$ cat src/dacr_pkg.sv
// Package: register map, field layout and reset values of the converter configuration bank
package dacr_pkg;

    // ------------------------------------------------------------
    // Register indices (byte offset is four times the index)
    // ------------------------------------------------------------
    localparam logic [7:0] IDX_Q_COMMON_MODE_RESISTOR = 8'h08;
    localparam logic [7:0] IDX_I_AUX_WORD_LOW = 8'h09;
    localparam logic [7:0] IDX_I_AUX_CONTROL = 8'h0a;
    localparam logic [7:0] IDX_Q_AUX_WORD_LOW = 8'h0b;
    localparam logic [7:0] IDX_Q_AUX_CONTROL = 8'h0c;
    localparam logic [7:0] IDX_REFERENCE_TRIM = 8'h0d;
    localparam logic [7:0] IDX_CALIBRATION_CONTROL = 8'h0e;
    localparam logic [7:0] IDX_CAL_START = 8'h12;
    localparam logic [7:0] IDX_CAL_STATUS = 8'h20;

    // ------------------------------------------------------------
    // Field positions
    // ------------------------------------------------------------
    localparam int CM_ENABLE_BIT = 7;
    localparam int CM_CODE_LSB = 0;
    localparam int AUX_EN_BIT = 7;
    localparam int AUX_SPAN_LSB = 5;
    localparam int AUX_TOP_LSB = 2;
    localparam int AUX_MSB_LSB = 0;
    localparam int PRELD_Q_BIT = 7;
    localparam int PRELD_I_BIT = 6;
    localparam int SEL_Q_BIT = 5;
    localparam int SEL_I_BIT = 4;
    localparam int CLK_GATE_BIT = 3;
    localparam int DIV_LSB = 0;
    localparam int START_BIT = 4;

    // ------------------------------------------------------------
    // Reset values and codes
    // ------------------------------------------------------------
    localparam logic [7:0] RST_REG = 8'h00;
    localparam logic [2:0] TOP_CODE_MAX = 3'h4;
    localparam logic [5:0] PRELOAD_FIXED = 6'h20;
    localparam logic [8:0] DIV_RATIO_MAX = 9'h100;
    localparam logic [31:0] PRDATA_UNMAPPED = 32'h0000_0000;

    typedef enum logic [1:0] {
        DACR_IDLE = 2'b01,
        DACR_RUN = 2'b10
    } dacr_state_t;

endpackage

$ cat src/dacr_config_regs.sv
// Module: APB configuration bank for auxiliary outputs, reference trim and calibration control
//
// Operation
// [RULE1] Q common-mode bit7 selects on-chip resistor
// [RULE2] Q common-mode resistor code in bits 5:0
// [RULE3] I aux word: low byte, two MSBs
// [RULE4] Aux words straight binary, reset zero
// [RULE5] I aux control bit7 enables output
// [RULE6] I aux span select bits 6:5
// [RULE7] I aux top select bits 4:2
// [RULE8] Q aux word: low byte, two MSBs
// [RULE9] Q aux control bit7 enables output
// [RULE10] Q aux span select bits 6:5
// [RULE11] Q aux top select bits 4:2
// [RULE12] Reference trim six-bit two's complement
// [RULE13] Preload source: fixed 32 or user
// [RULE14] Self-calibration channel selects, reset zero
// [RULE15] Bit3 gates the calibration clock
// [RULE16] Divider code 000 is 256, 001 128
// [RULE17] Calibration runs only on start bit
// [RULE18] Each divider code step halves ratio
// [RULE19] Unassigned bits read zero; reserved tops
`timescale 1ns/1ps
module dacr_config_regs #(
    parameter int CAL_RUN_CYCLES = 64
) (
    // Clock and reset
    input wire logic sys_clk,
    input wire logic srst,
    // APB slave
    input wire logic psel,
    input wire logic penable,
    input wire logic pwrite,
    input wire logic [31:0] paddr,
    input wire logic [31:0] pwdata,
    output logic [31:0] prdata,
    output logic pready,
    output logic pslverr,
    // Common-mode setting
    output logic q_cm_onchip_enable,
    output logic [5:0] q_cm_resistor_code,
    // Auxiliary converters
    output logic [9:0] i_aux_word,
    output logic i_aux_output_enable,
    output logic [1:0] i_aux_span_select,
    output logic [2:0] i_aux_top_select,
    output logic [9:0] q_aux_word,
    output logic q_aux_output_enable,
    output logic [1:0] q_aux_span_select,
    output logic [2:0] q_aux_top_select,
    // Reference
    output logic [5:0] reference_trim_code,
    // Calibration
    output logic q_preload_source,
    output logic i_preload_source,
    output logic q_selfcal_select,
    output logic i_selfcal_select,
    output logic cal_clock_gate,
    output logic [2:0] cal_clock_divider,
    output logic [8:0] cal_divide_ratio,
    output logic [5:0] q_preload_value,
    output logic [5:0] i_preload_value,
    output logic cal_busy,
    input wire logic [5:0] user_preload_value
);

    // ------------------------------------------------------------
    // Helpers
    // ------------------------------------------------------------
    // Straight halving: ratio = 256 >> code
    function automatic logic [8:0] div_ratio(input logic [2:0] code);
        div_ratio = dacr_pkg::DIV_RATIO_MAX >> code; // [RULE16] [RULE18]
    endfunction

    // Top-of-range codes above 100 are reserved; they are kept at the top code
    function automatic logic [2:0] clamp_top(input logic [2:0] code);
        clamp_top = (code > dacr_pkg::TOP_CODE_MAX) ? dacr_pkg::TOP_CODE_MAX : code; // [RULE19]
    endfunction

    function automatic logic [31:0] byte_addr(input logic [7:0] idx);
        byte_addr = {22'h00_0000, idx, 2'b00};
    endfunction

    // ------------------------------------------------------------
    // Register storage
    // ------------------------------------------------------------
    logic [7:0] q_common_mode_resistor;
    logic [7:0] i_aux_word_low;
    logic [7:0] i_aux_control;
    logic [7:0] q_aux_word_low;
    logic [7:0] q_aux_control;
    logic [7:0] reference_trim;
    logic [7:0] calibration_control;
    dacr_pkg::dacr_state_t cal_state;
    logic [15:0] cal_count;

    // ------------------------------------------------------------
    // Decode
    // ------------------------------------------------------------
    wire wr_en = psel & penable & pwrite;
    wire hit_cm = paddr == byte_addr(dacr_pkg::IDX_Q_COMMON_MODE_RESISTOR);
    wire hit_iw = paddr == byte_addr(dacr_pkg::IDX_I_AUX_WORD_LOW);
    wire hit_ic = paddr == byte_addr(dacr_pkg::IDX_I_AUX_CONTROL);
    wire hit_qw = paddr == byte_addr(dacr_pkg::IDX_Q_AUX_WORD_LOW);
    wire hit_qc = paddr == byte_addr(dacr_pkg::IDX_Q_AUX_CONTROL);
    wire hit_rt = paddr == byte_addr(dacr_pkg::IDX_REFERENCE_TRIM);
    wire hit_cc = paddr == byte_addr(dacr_pkg::IDX_CALIBRATION_CONTROL);
    wire hit_st = paddr == byte_addr(dacr_pkg::IDX_CAL_START);
    wire hit_cs = paddr == byte_addr(dacr_pkg::IDX_CAL_STATUS);
    wire hit_any = hit_cm | hit_iw | hit_ic | hit_qw | hit_qc | hit_rt | hit_cc | hit_st | hit_cs;

    // Unassigned bits are masked off on write so they read back zero
    wire [7:0] wd = pwdata[7:0];
    wire [7:0] wd_cm = wd & 8'hbf; // [RULE19]
    wire [7:0] wd_rt = wd & 8'h3f; // [RULE19]
    wire start_req = wr_en & hit_st & wd[dacr_pkg::START_BIT];

    // Start with no channel selected or with the clock gated does nothing
    wire cal_go = start_req & cal_clock_gate & (q_selfcal_select | i_selfcal_select); // [RULE17]
    wire [15:0] run_last = 16'(CAL_RUN_CYCLES - 1);

    logic [7:0] rd_byte;
    assign rd_byte = hit_cm ? q_common_mode_resistor :
                     hit_iw ? i_aux_word_low :
                     hit_ic ? i_aux_control :
                     hit_qw ? q_aux_word_low :
                     hit_qc ? q_aux_control :
                     hit_rt ? reference_trim :
                     hit_cc ? calibration_control :
                     hit_cs ? {7'h00, cal_state == dacr_pkg::DACR_RUN} :
                     8'h00;

    // ------------------------------------------------------------
    // Field views
    // ------------------------------------------------------------
    wire [9:0] next_i_word = {i_aux_control[1:0], i_aux_word_low}; // [RULE3] [RULE4]
    wire [9:0] next_q_word = {q_aux_control[1:0], q_aux_word_low}; // [RULE8] [RULE4]
    wire [2:0] next_div = calibration_control[dacr_pkg::DIV_LSB +: 3];
    wire next_q_preld = calibration_control[dacr_pkg::PRELD_Q_BIT];
    wire next_i_preld = calibration_control[dacr_pkg::PRELD_I_BIT];

    // ------------------------------------------------------------
    // Register writes
    // ------------------------------------------------------------
    // One strobe per register keeps each write block small
    wire wr_cm = wr_en & hit_cm;
    wire wr_iw = wr_en & hit_iw;
    wire wr_ic = wr_en & hit_ic;
    wire wr_qw = wr_en & hit_qw;
    wire wr_qc = wr_en & hit_qc;
    wire wr_rt = wr_en & hit_rt;
    wire wr_cc = wr_en & hit_cc;

    always_ff @(posedge sys_clk) begin
        if (srst) begin
            q_common_mode_resistor <= dacr_pkg::RST_REG; // [RULE1] [RULE2]
        end else if (wr_cm) begin
            q_common_mode_resistor <= wd_cm;
        end
    end

    always_ff @(posedge sys_clk) begin
        if (srst) begin
            i_aux_word_low <= dacr_pkg::RST_REG;
        end else if (wr_iw) begin
            i_aux_word_low <= wd;
        end
    end

    always_ff @(posedge sys_clk) begin
        if (srst) begin
            i_aux_control <= dacr_pkg::RST_REG; // [RULE5] [RULE6] [RULE7]
        end else if (wr_ic) begin
            i_aux_control <= wd;
        end
    end

    always_ff @(posedge sys_clk) begin
        if (srst) begin
            q_aux_word_low <= dacr_pkg::RST_REG;
        end else if (wr_qw) begin
            q_aux_word_low <= wd;
        end
    end

    always_ff @(posedge sys_clk) begin
        if (srst) begin
            q_aux_control <= dacr_pkg::RST_REG; // [RULE9] [RULE10] [RULE11]
        end else if (wr_qc) begin
            q_aux_control <= wd;
        end
    end

    always_ff @(posedge sys_clk) begin
        if (srst) begin
            reference_trim <= dacr_pkg::RST_REG; // [RULE12]
        end else if (wr_rt) begin
            reference_trim <= wd_rt;
        end
    end

    always_ff @(posedge sys_clk) begin
        if (srst) begin
            calibration_control <= dacr_pkg::RST_REG; // [RULE14] [RULE15]
        end else if (wr_cc) begin
            calibration_control <= wd;
        end
    end

    // ------------------------------------------------------------
    // Calibration run window
    // ------------------------------------------------------------
    // Clearing the clock gate ends a run early: the sequencer has no clock then
    wire run_done = (cal_count == run_last) | ~cal_clock_gate;

    // Only marks the run; the sequencer itself lives elsewhere
    always_ff @(posedge sys_clk) begin
        if (srst) begin
            cal_state <= dacr_pkg::DACR_IDLE;
            cal_count <= 16'h0000;
        end else begin
            case (cal_state)
                dacr_pkg::DACR_IDLE: begin
                    cal_count <= 16'h0000;
                    if (cal_go) begin
                        cal_state <= dacr_pkg::DACR_RUN; // [RULE17]
                    end
                end
                dacr_pkg::DACR_RUN: begin
                    cal_count <= cal_count + 16'h0001;
                    if (run_done) begin
                        cal_state <= dacr_pkg::DACR_IDLE;
                    end
                end
                default: begin
                    cal_state <= dacr_pkg::DACR_IDLE;
                end
            endcase
        end
    end

    // ------------------------------------------------------------
    // Common-mode outputs
    // ------------------------------------------------------------
    always_ff @(posedge sys_clk) begin
        if (srst) begin
            q_cm_onchip_enable <= 1'b0;
            q_cm_resistor_code <= 6'h00;
        end else begin
            q_cm_onchip_enable <= q_common_mode_resistor[dacr_pkg::CM_ENABLE_BIT]; // [RULE1]
            q_cm_resistor_code <= q_common_mode_resistor[dacr_pkg::CM_CODE_LSB +: 6]; // [RULE2]
        end
    end

    // ------------------------------------------------------------
    // I auxiliary outputs
    // ------------------------------------------------------------
    always_ff @(posedge sys_clk) begin
        if (srst) begin
            i_aux_word <= 10'h000;
            i_aux_output_enable <= 1'b0;
            i_aux_span_select <= 2'h0;
            i_aux_top_select <= 3'h0;
        end else begin
            i_aux_word <= next_i_word; // [RULE3]
            i_aux_output_enable <= i_aux_control[dacr_pkg::AUX_EN_BIT]; // [RULE5]
            i_aux_span_select <= i_aux_control[dacr_pkg::AUX_SPAN_LSB +: 2]; // [RULE6]
            i_aux_top_select <= clamp_top(i_aux_control[dacr_pkg::AUX_TOP_LSB +: 3]); // [RULE7]
        end
    end

    // ------------------------------------------------------------
    // Q auxiliary outputs
    // ------------------------------------------------------------
    always_ff @(posedge sys_clk) begin
        if (srst) begin
            q_aux_word <= 10'h000;
            q_aux_output_enable <= 1'b0;
            q_aux_span_select <= 2'h0;
            q_aux_top_select <= 3'h0;
        end else begin
            q_aux_word <= next_q_word; // [RULE8]
            q_aux_output_enable <= q_aux_control[dacr_pkg::AUX_EN_BIT]; // [RULE9]
            q_aux_span_select <= q_aux_control[dacr_pkg::AUX_SPAN_LSB +: 2]; // [RULE10]
            q_aux_top_select <= clamp_top(q_aux_control[dacr_pkg::AUX_TOP_LSB +: 3]); // [RULE11]
        end
    end

    // ------------------------------------------------------------
    // Reference output
    // ------------------------------------------------------------
    always_ff @(posedge sys_clk) begin
        if (srst) begin
            reference_trim_code <= 6'h00;
        end else begin
            reference_trim_code <= reference_trim[5:0]; // [RULE12]
        end
    end

    // ------------------------------------------------------------
    // Calibration preload outputs
    // ------------------------------------------------------------
    always_ff @(posedge sys_clk) begin
        if (srst) begin
            q_preload_source <= 1'b0;
            i_preload_source <= 1'b0;
            q_preload_value <= dacr_pkg::PRELOAD_FIXED;
            i_preload_value <= dacr_pkg::PRELOAD_FIXED;
        end else begin
            q_preload_source <= next_q_preld; // [RULE13]
            i_preload_source <= next_i_preld; // [RULE13]
            q_preload_value <= next_q_preld ? user_preload_value : dacr_pkg::PRELOAD_FIXED; // [RULE13]
            i_preload_value <= next_i_preld ? user_preload_value : dacr_pkg::PRELOAD_FIXED; // [RULE13]
        end
    end

    // ------------------------------------------------------------
    // Calibration selects and clock outputs
    // ------------------------------------------------------------
    always_ff @(posedge sys_clk) begin
        if (srst) begin
            q_selfcal_select <= 1'b0;
            i_selfcal_select <= 1'b0;
            cal_clock_gate <= 1'b0;
            cal_clock_divider <= 3'h0;
            cal_divide_ratio <= dacr_pkg::DIV_RATIO_MAX;
        end else begin
            q_selfcal_select <= calibration_control[dacr_pkg::SEL_Q_BIT]; // [RULE14]
            i_selfcal_select <= calibration_control[dacr_pkg::SEL_I_BIT]; // [RULE14]
            cal_clock_gate <= calibration_control[dacr_pkg::CLK_GATE_BIT]; // [RULE15]
            cal_clock_divider <= next_div; // [RULE16]
            cal_divide_ratio <= div_ratio(next_div); // [RULE16] [RULE18]
        end
    end

    // ------------------------------------------------------------
    // Calibration busy output
    // ------------------------------------------------------------
    always_ff @(posedge sys_clk) begin
        if (srst) begin
            cal_busy <= 1'b0;
        end else begin
            cal_busy <= cal_state == dacr_pkg::DACR_RUN; // [RULE17]
        end
    end

    // ------------------------------------------------------------
    // APB answer: zero-wait, read data registered in the setup cycle
    // ------------------------------------------------------------
    // Registered outputs: answer one cycle after setup, in the access phase
    wire setup_phase = psel & ~penable;
    wire next_pslverr = setup_phase & ~hit_any;
    wire [31:0] next_prdata = (setup_phase & ~pwrite) ? {24'h00_0000, rd_byte} : dacr_pkg::PRDATA_UNMAPPED;

    always_ff @(posedge sys_clk) begin
        if (srst) begin
            pready <= 1'b0;
        end else begin
            pready <= setup_phase;
        end
    end

    always_ff @(posedge sys_clk) begin
        if (srst) begin
            pslverr <= 1'b0;
        end else begin
            pslverr <= next_pslverr; // [RULE19]
        end
    end

    always_ff @(posedge sys_clk) begin
        if (srst) begin
            prdata <= dacr_pkg::PRDATA_UNMAPPED;
        end else begin
            prdata <= next_prdata; // [RULE19]
        end
    end

endmodule

$ cat config.mk
export PLATFORM = sky130hd
export DESIGN_NAME = dacr_config_regs
export DESIGN_NICKNAME = d
export VERILOG_FILES = /design/src/dacr_pkg.sv /design/src/dacr_config_regs.sv
export SDC_FILE = /design/constraint.sdc
export NUM_CORES = 1
export LEC_CHECK = 0
export BUFFER_PORTS_ARGS = -buffer_cell sky130_fd_sc_hd__buf_2
export CAP_MARGIN = 10
export CORE_AREA = 2 2 140 142
export DETAILED_ROUTE_END_ITERATION = 12
export DIE_AREA = 0 0 142 144
export GPL_ROUTABILITY_DRIVEN = 0
export RECOVER_POWER = 100
export SYNTH_ARGS = -nofsm -noshare
export SYNTH_HDL_FRONTEND = slang
export SYNTH_SLANG_ARGS = --single-unit
$ cat constraint.sdc
create_clock -name sys_clk -period 2 [get_ports sys_clk]
set_input_delay 0.2 -clock sys_clk [delete_from_list [all_inputs] [get_ports sys_clk]]
set_output_delay 0.2 -clock sys_clk [all_outputs]
set_load 0.02 [all_outputs]
==> impl_summary.md, run 1 <==
Global routing
For this run, the total global-route usage over all layers was measured as 0.150. The via count of the first global-routing pass came to ~4400. The number of antenna violations at the first check in global routing is 1.

For this run the aggregate overflow at the end of global routing stands at 0. The first global-routing pass estimated roughly 23 mm of wire. The pin count of the biggest net entering global routing is 26.

Synthesis
The cell type with the largest total area after synthesis is sky130_fd_sc_hd__dfxtp_1. The mapped cell area is 5970 µm². Dividing the synthesized area by the synthesized cell count gives about 10 µm². After synthesis, the share of flip-flops with an asynchronous set or reset is 0. The flip-flop cell with the highest count after synthesis is sky130_fd_sc_hd__dfxtp_1. Sorting the synthesized cells by area gives the leading types as sky130_fd_sc_hd__dfxtp_1, sky130_fd_sc_hd__mux2i_1, sky130_fd_sc_hd__nand2_1, sky130_fd_sc_hd__inv_1, sky130_fd_sc_hd__buf_4.

Yosys mapped a number of flops with a built-in enable equal to 0. The post-synthesis cell count is ~600. The synthesized design contains roughly 160 register bits. The number of unique standard cell types used by synthesis is 59.

The Yosys step of the flow raised 0 warnings. The share of synthesized area in the top cell type comes to 0.520. The sequential share of the synthesized area is 0.520.

Detailed routing
Before antenna repair, the detailed router went through 4 iterations. In the final routed layout, each cell accounts on average for about 15 µm. In the routed layout, each cell is associated on average with a via count of between 4 and 5. The count of nets left with antenna violations once routing finished came out at 0. For this block, the routed nets add up to 14.9 mm of wire. The via count is between 4000 and 5000.

In the routed design, unresolved DRC markers number 0. The number of DRC markers after the initial detailed-route iteration is roughly 240.

Timing
The top achievable clock speed is ~560 MHz. In the final timing run, aggregate negative setup slack is 0 ns. The max-slew violation count is 0. The actual slew at the worst max-slew pin is roughly 0.81 ns.

The number of endpoints with negative hold slack in the final report is 0. Setup violations remaining at the end of the flow were counted as 0. The clock skew is about 0.011 ns. Of the available clock period, the critical path in the final layout requires 0.889. The worst-case headroom to the max-slew limit is 0.459. Setup repair after global routing left no endpoint under its margin.

After layout, the minimum clock period comes to approximately 1.8 ns.

Layout
The post-layout instance area is between 7000 and 8000 µm². In the final design database the tool counted between 800 and 900 nets. The share of post-route cells with drive strength above 1 is 0.155. The final cell count without fillers is roughly 1000. The commonest non-fill, non-tap cell in the layout is sky130_fd_sc_hd__dfxtp_1. Once layout is complete, the utilization of the core stands at 0.391. The top cell types in the final layout, fill and taps aside, are sky130_fd_sc_hd__dfxtp_1, sky130_fd_sc_hd__clkbuf_1, sky130_fd_sc_hd__nand2_1.

The area growth from synthesis to final layout is 24.8%.

Clock network
The total CTS buffers is 17. After clock tree synthesis, the flow added hold-fix buffers numbering 6. In this run the clock root is driven by a sky130_fd_sc_hd__clkbuf_16. The number of gates resized after CTS is 0. The maximum count of clock buffers along a single path is 2. The clock net in this run drives a total of ~160 sinks.

The H-tree was split into 4 levels. Once the clock tree was built, the setup fixing pass inserted 0 buffers. The later pin in the worst-skew pair is clocked with a latency of 0.43 ns. TritonCTS built the clock tree.

Clock-pin slew was measured on the worst setup and hold paths at ~0.07 ns.

Power
The worst vdd rail ir drop is 0.503 mV. Summed over all nets, the switching power comes to 1.58 mW. The analysis attributes to cell leakage a power of 3.66 nW. The power density normalized to cell area is approximately 900 nW/µm². The switching share of power is 0.242. The share of total power dissipated in sequential elements is 0.474. The combinational power share is 0.039. The internal portion of the total power is a little under 5 mW.

The relative contribution of the clock network to total power is 0.487.

Floorplan
The overall die area is 20400 µm². The overall die height is between 100 and 150 µm. The core area is 19100 µm². The floorplan row count is 51. ~180 I/O pins were placed. The chip width is 142 µm. The initial utilization of the core area, before any placement, comes to 0.313.

Place
The number of port buffers is ~130. The placed cell count is ~970. The standard cell area after detailed placement is a little under 7000 µm². After legalization and detailed placement, the total HPWL measured around 11 mm.

Status
The run finished with clean final reports.

Hold path
In this run the worst hold path is classified as input pin to flop.

Run
Max-cap violations in this run came to 0.

Setup path
The capturing element type of the critical path is a flop. At the worst endpoint, the arrival time is 2.13 ns. By startpoint and endpoint, the worst setup path is classified as flop to flop.

The top fanout value on the critical path is 6. The required time of the critical path is ~2.4 ns. The worst setup path is launched from a flop.
## worst max-delay path, cell delays in order, from the launching register on
cell and delay, ns:
sky130_fd_sc_hd__dfxtp_1 0.34, sky130_fd_sc_hd__inv_1 0.07, sky130_fd_sc_hd__ha_1 0.30, sky130_fd_sc_hd__and3b_1 0.36, sky130_fd_sc_hd__nand3_1 0.16, sky130_fd_sc_hd__or3_1 0.34
sky130_fd_sc_hd__a21oi_1 0.14
## stage by stage
| stage | setup WS [ns] | power (mW) | hold slack [ns] |
|---|---|---|---|
| 2_1_floorplan | 0.254 | 3.33 | 0.301 |
| 3_3_place_gp | 0.123 | 3.41 | 0.399 |
| 3_5_place_dp | 0.104 | 3.41 | 0.398 |
| 4_1_cts | 0.214 | 6.60 | 0.0553 |
| 5_1_grt | 0.0809 | 6.73 | 0.0823 |
| 6_report | 0.222 | 6.51 | 0.0748 |
## state kept, by name (all words and copies together), names as in the netlist, 2 cells and up
signal and cells:
cal_count 16, i_aux_word 10, q_aux_word 10, cal_divide_ratio 8, calibration_control 8, i_aux_control 8, i_aux_word_low 8, prdata 8
q_aux_control 8, q_aux_word_low 8, q_common_mode_resistor 7, i_preload_value 6, q_cm_resistor_code 6, q_preload_value 6, reference_trim 6, reference_trim_code 6
cal_clock_divider 3, i_aux_top_select 3, q_aux_top_select 3, cal_state 2, i_aux_span_select 2, q_aux_span_select 2
## worst paths after layout
path	slack, ns	start	endpoint	depth (start not counted)
max reg2reg	0.22	cal_state[0]$_SDFFE_PP1P_	cal_count[13]$_SDFFE_PP0P_	6
max	0.22	cal_state[0]$_SDFFE_PP1P_	cal_count[13]$_SDFFE_PP0P_	6
min reg2reg	0.46	q_aux_word_low[5]$_SDFFE_PP0P_	q_aux_word[5]$_SDFF_PP0_	2
min	0.07	penable	pready$_SDFF_PP0_	3
## kinds of logic (layout without fill, tap and decap cells)
group,count (synthesis),after routing,share of synthesized area
adder cells (fa/ha/maj),3,3,0.00629
AND/OR/NAND/NOR,210,210,0.204
other,1,26,0.000628
XOR/XNOR,10,10,0.0147
AO/OA/AOI/OAI,46,46,0.0543
multiplexers,65,65,0.116
buffers and inverters,105,253,0.0840
flip-flops,155,155,0.520
## routing by layer
layer | wire [µm] | up-vias | GRT usage | part of all wire
li1 | - | 2278 | - | -
met1 | 7300 | 2111 | 0.203 | 0.49
met2 | 6620 | 130 | 0.233 | 0.44
met3 | 757 | 18 | 0.0331 | 0.051
met4 | 240 | 0 | 0.0621 | 0.016
met5 | 0 | - | 0 | 0
## synth_stat cells (5+ instances only)
library cell and n:
sky130_fd_sc_hd__o21ai_0 6, sky130_fd_sc_hd__clkbuf_1 14, sky130_fd_sc_hd__mux2_2 5, sky130_fd_sc_hd__inv_1 56, sky130_fd_sc_hd__nand3_1 10, sky130_fd_sc_hd__mux2i_1 57
sky130_fd_sc_hd__dfxtp_1 155, sky130_fd_sc_hd__nor2b_1 10, sky130_fd_sc_hd__buf_4 27, sky130_fd_sc_hd__and3_1 7, sky130_fd_sc_hd__nand4_1 10, sky130_fd_sc_hd__nor4_1 8
sky130_fd_sc_hd__or3_1 6, sky130_fd_sc_hd__a21oi_1 10, sky130_fd_sc_hd__xor2_1 9, sky130_fd_sc_hd__and2_1 15, sky130_fd_sc_hd__nand4_4 5, sky130_fd_sc_hd__nor3_1 8
sky130_fd_sc_hd__buf_2 5, sky130_fd_sc_hd__nor2_1 24, sky130_fd_sc_hd__nand2_1 74, sky130_fd_sc_hd__nor3b_1 7, sky130_fd_sc_hd__nand2b_1 7
## cell type report
cell class / count / area (µm²)
clock buffers: 17 / 425
diodes: 1 / 2.50
inverters: 57 / 214
flip-flops and latches: 155 / 3100
repair buffers: 164 / 806
multi-input cells: 359 / 2450
well taps: 238 / 298
fillers: 1974 / 11600
clock inverters: 15 / 154
## power by group through the flow
stage / Sequential [mW] / Combinational [mW] / Clock, mW
floorplan: 3.16 / 0.175 / 0
global placement: 3.16 / 0.250 / 0
detailed placement: 3.16 / 0.251 / 0
CTS: 3.09 / 0.260 / 3.25
global route: 3.09 / 0.277 / 3.37
finish: 3.09 / 0.255 / 3.17
Note: power is estimated with default switching activity, not from simulation.
==> run 2: changes to the inputs <==
--- a/config.mk
+++ b/config.mk
@@ -7,11 +7,13 @@
 export LEC_CHECK = 0
 export BUFFER_PORTS_ARGS = -buffer_cell sky130_fd_sc_hd__buf_2
 export CAP_MARGIN = 10
-export CORE_AREA = 2 2 140 142
+export CORE_AREA = 2 2 110 112
+export CTS_BUF_LIST = sky130_fd_sc_hd__clkbuf_8
 export DETAILED_ROUTE_END_ITERATION = 12
-export DIE_AREA = 0 0 142 144
+export DIE_AREA = 0 0 112 114
 export GPL_ROUTABILITY_DRIVEN = 0
-export RECOVER_POWER = 100
+export PLACE_DENSITY = 0.8
+export RECOVER_POWER = 50
 export SYNTH_ARGS = -nofsm -noshare
 export SYNTH_HDL_FRONTEND = slang
 export SYNTH_SLANG_ARGS = --single-unit
==> impl_summary.md, run 2 (synthesis gave the netlist of run 1 again) <==
Status
The flow ran to the end, and the final reports show no timing, DRC or antenna violations.

Global routing
The total global routing overflow came to 0 (unchanged). The pin count of the biggest net entering global routing is 28 (+7.7%). The global-route wire length before repair is 22.0 mm (-5.7%). The via count of the first global-routing pass is 4662 (+5.4%). The overall routing resource usage is 0.220 (+0.0700). The number of antenna violations at the first check in global routing is 0 (-1).

Clock network
The buffer count from post-CTS setup fixing is 0 (unchanged). The number of H-tree branching levels is 4 (unchanged). The total CTS buffers is 17 (unchanged).

In this run the clock root is driven by a sky130_fd_sc_hd__clkbuf_8. The CTS sink count is 155 (unchanged). The maximum count of clock buffers along a single path was 2 (unchanged). The insertion delay to the later sink of the worst-skew pair is 0.46 ns (+0.03 ns). The clock-pin slew of the registers on the worst-case setup and hold paths is 0.07 ns (about the same).

The TritonCTS clock tree is yes.

Timing
The final setup violation count is 0 (unchanged). The max-slew violation count is 0 (unchanged). The worst-case headroom to the max-slew limit is 0.431 (-0.0279). The top achievable clock speed came to 552 MHz (-1.9%). The clock skew was 0.0126 ns (+0.00200 ns). The time the final worst path needs with I/O delays and setup is 1.81 ns (+0.0348 ns). The actual slew at the worst max-slew pin is 0.832 ns (+0.0212 ns). Setup repair after global routing left no endpoint under its margin. The number of endpoints with negative hold slack in the final report is 0 (unchanged). The final-layout setup total negative slack is 0 ns (unchanged). The share of the clock period used by the worst path after layout is 0.906 (+0.0174).

Layout
In the layout the commonest cells are sky130_fd_sc_hd__dfxtp_1, sky130_fd_sc_hd__buf_2, sky130_fd_sc_hd__nand2_1. In the final layout, the registers with the most flip-flops are cal_count x16, i_aux_word x10, q_aux_word x10. cal_count holds more flip-flops than any other register. The flip-flop count of the largest register, all copies and words added is 16 (unchanged). The share of post-route cells with drive strength above 1 is 0.210 (+0.0550). The commonest non-fill, non-tap cell in the layout is sky130_fd_sc_hd__dfxtp_1. Compared with the post-synthesis result, the final layout area differs by 20.9%. The layout net count is 831 (-0.12%).

The number of antenna diodes came to 0 (-1).

Setup path
The capturing element type of the critical path is a flop. The worst setup path is launched from a flop. The top fanout value on the critical path was 7 (+1). The required time of the critical path came to 2.38 ns (+0.02 ns). The worst path arrival time is 2.20 ns (+0.07 ns).

The class of the most critical setup path is flop to flop.

Detailed routing
The post-route antenna net violation count is 0 (unchanged). The routed length per instance was 15.3 µm (+3.3%). The total wire length is 14.0 mm (-6.2%). The number of DRC markers after the initial detailed-route iteration came to 399 (+68%). The via count is 4727 (+4.2%).

The detailed-route DRC error count came to 0 (unchanged). The via count normalized by instance count is 5.18 (+15%). The number of detailed-routing iterations run before antenna repair came to 6 (+2).

Run
The reported max-cap violation count is 0 (unchanged).

Floorplan
The number of I/O pins is 184 (unchanged). The floorplan row count is 40 (-22%). The overall die height is 114 µm (-21%). The starting density of the core came to 0.510 (+0.197). The overall die area came to 12800 µm² (-38%).

The core area is 11700 µm² (-39%). The chip width was 112 µm (-21%).

Hold path
The kind of path behind the tightest hold check is input pin to flop.

Power
The static leakage is 3.77 nW (+2.9%). The power density normalized to cell area came to 807 nW/µm² (-7.7%). The worst vdd rail ir drop is 0.674 mV (+34%). The overall power of the completed layout is 5.82 mW (-11%).

Place
The detailed placement HPWL is 10.5 mm (-3.5%). The number of port buffers is 134 (unchanged).
[run 2: cell count changes in the layout (fill, tap and decap cells not counted), sizes merged]
cell / before / now
inv: 65 / 59
diode: 1 / 0
buf: 67 / 108
clkbuf: 108 / 67
bufinv: 1 / 4
clkinvlp: 1 / 3
[run 2: cell type report]
type                            count  area [µm²]
Multi-Input combinational cell    359        2460
Clock buffer                       18         248
Clock inverter                     14         179
Tap cell                          147         184
Fill cell                         995        4490
Sequential cell                   155        3100
Timing Repair Buffer              163         835
Inverter                           57         214
[run 2: power by group]
group	total [mW]	switching [mW]	internal [mW]
Clock	2.48	1.11	1.37
Sequential	3.09	0.000449	3.08
Combinational	0.257	0.170	0.0865
[run 2: per-layer routing]
| layer | vias up | global-route usage | share of wire |
|---|---|---|---|
| met4 | 0 | 0.104 | 0.025 |
| met5 | - | 0 | 0 |
| met2 | 181 | 0.368 | 0.49 |
| met3 | 38 | 0.0574 | 0.066 |
| li1 | 2275 | - | - |
| met1 | 2233 | 0.267 | 0.41 |
[run 2: final timing paths]
check,startpoint,endpoint,slack [ns],cells past startpoint
worst min register to register,q_aux_word_low[0]$_SDFFE_PP0P_,q_aux_word[0]$_SDFF_PP0_,0.46,2
worst min-delay path,penable,pready$_SDFF_PP0_,0.06,3
worst max-delay path,cal_state[0]$_SDFFE_PP1P_,cal_count[15]$_SDFFE_PP0P_,0.19,6
worst max register to register,cal_state[0]$_SDFFE_PP1P_,cal_count[15]$_SDFFE_PP0P_,0.19,6
[run 2: timing repair]
item,in CTS,in global routing
setup endpoints to repair,0,1
hold buffers,6,0
endpoints found under the hold margin,12,0
resized for setup,0,1
[run 2: critical path, cell delays in order (launching register included)]
cell	delay, ns
sky130_fd_sc_hd__dfxtp_1	0.34
sky130_fd_sc_hd__inv_1	0.07
sky130_fd_sc_hd__ha_1	0.38
sky130_fd_sc_hd__and3b_2	0.33
sky130_fd_sc_hd__nand4_1	0.14
sky130_fd_sc_hd__or3_1	0.34
sky130_fd_sc_hd__a21oi_1	0.14
[run 2: metrics by stage]
stage	utilization	area (µm²)	hold WS [ns]	cells	setup slack, ns
6_report	0.616	7220	0.0618	913	0.187
3_3_place_gp	0.581	6800	0.398	875	0.0371
5_1_grt	0.616	7220	0.0532	913	0.0473
2_1_floorplan	-	6060	0.301	619	0.254
3_5_place_dp	0.581	6800	0.400	875	0.0673
4_1_cts	0.622	7290	0.0335	913	0.139
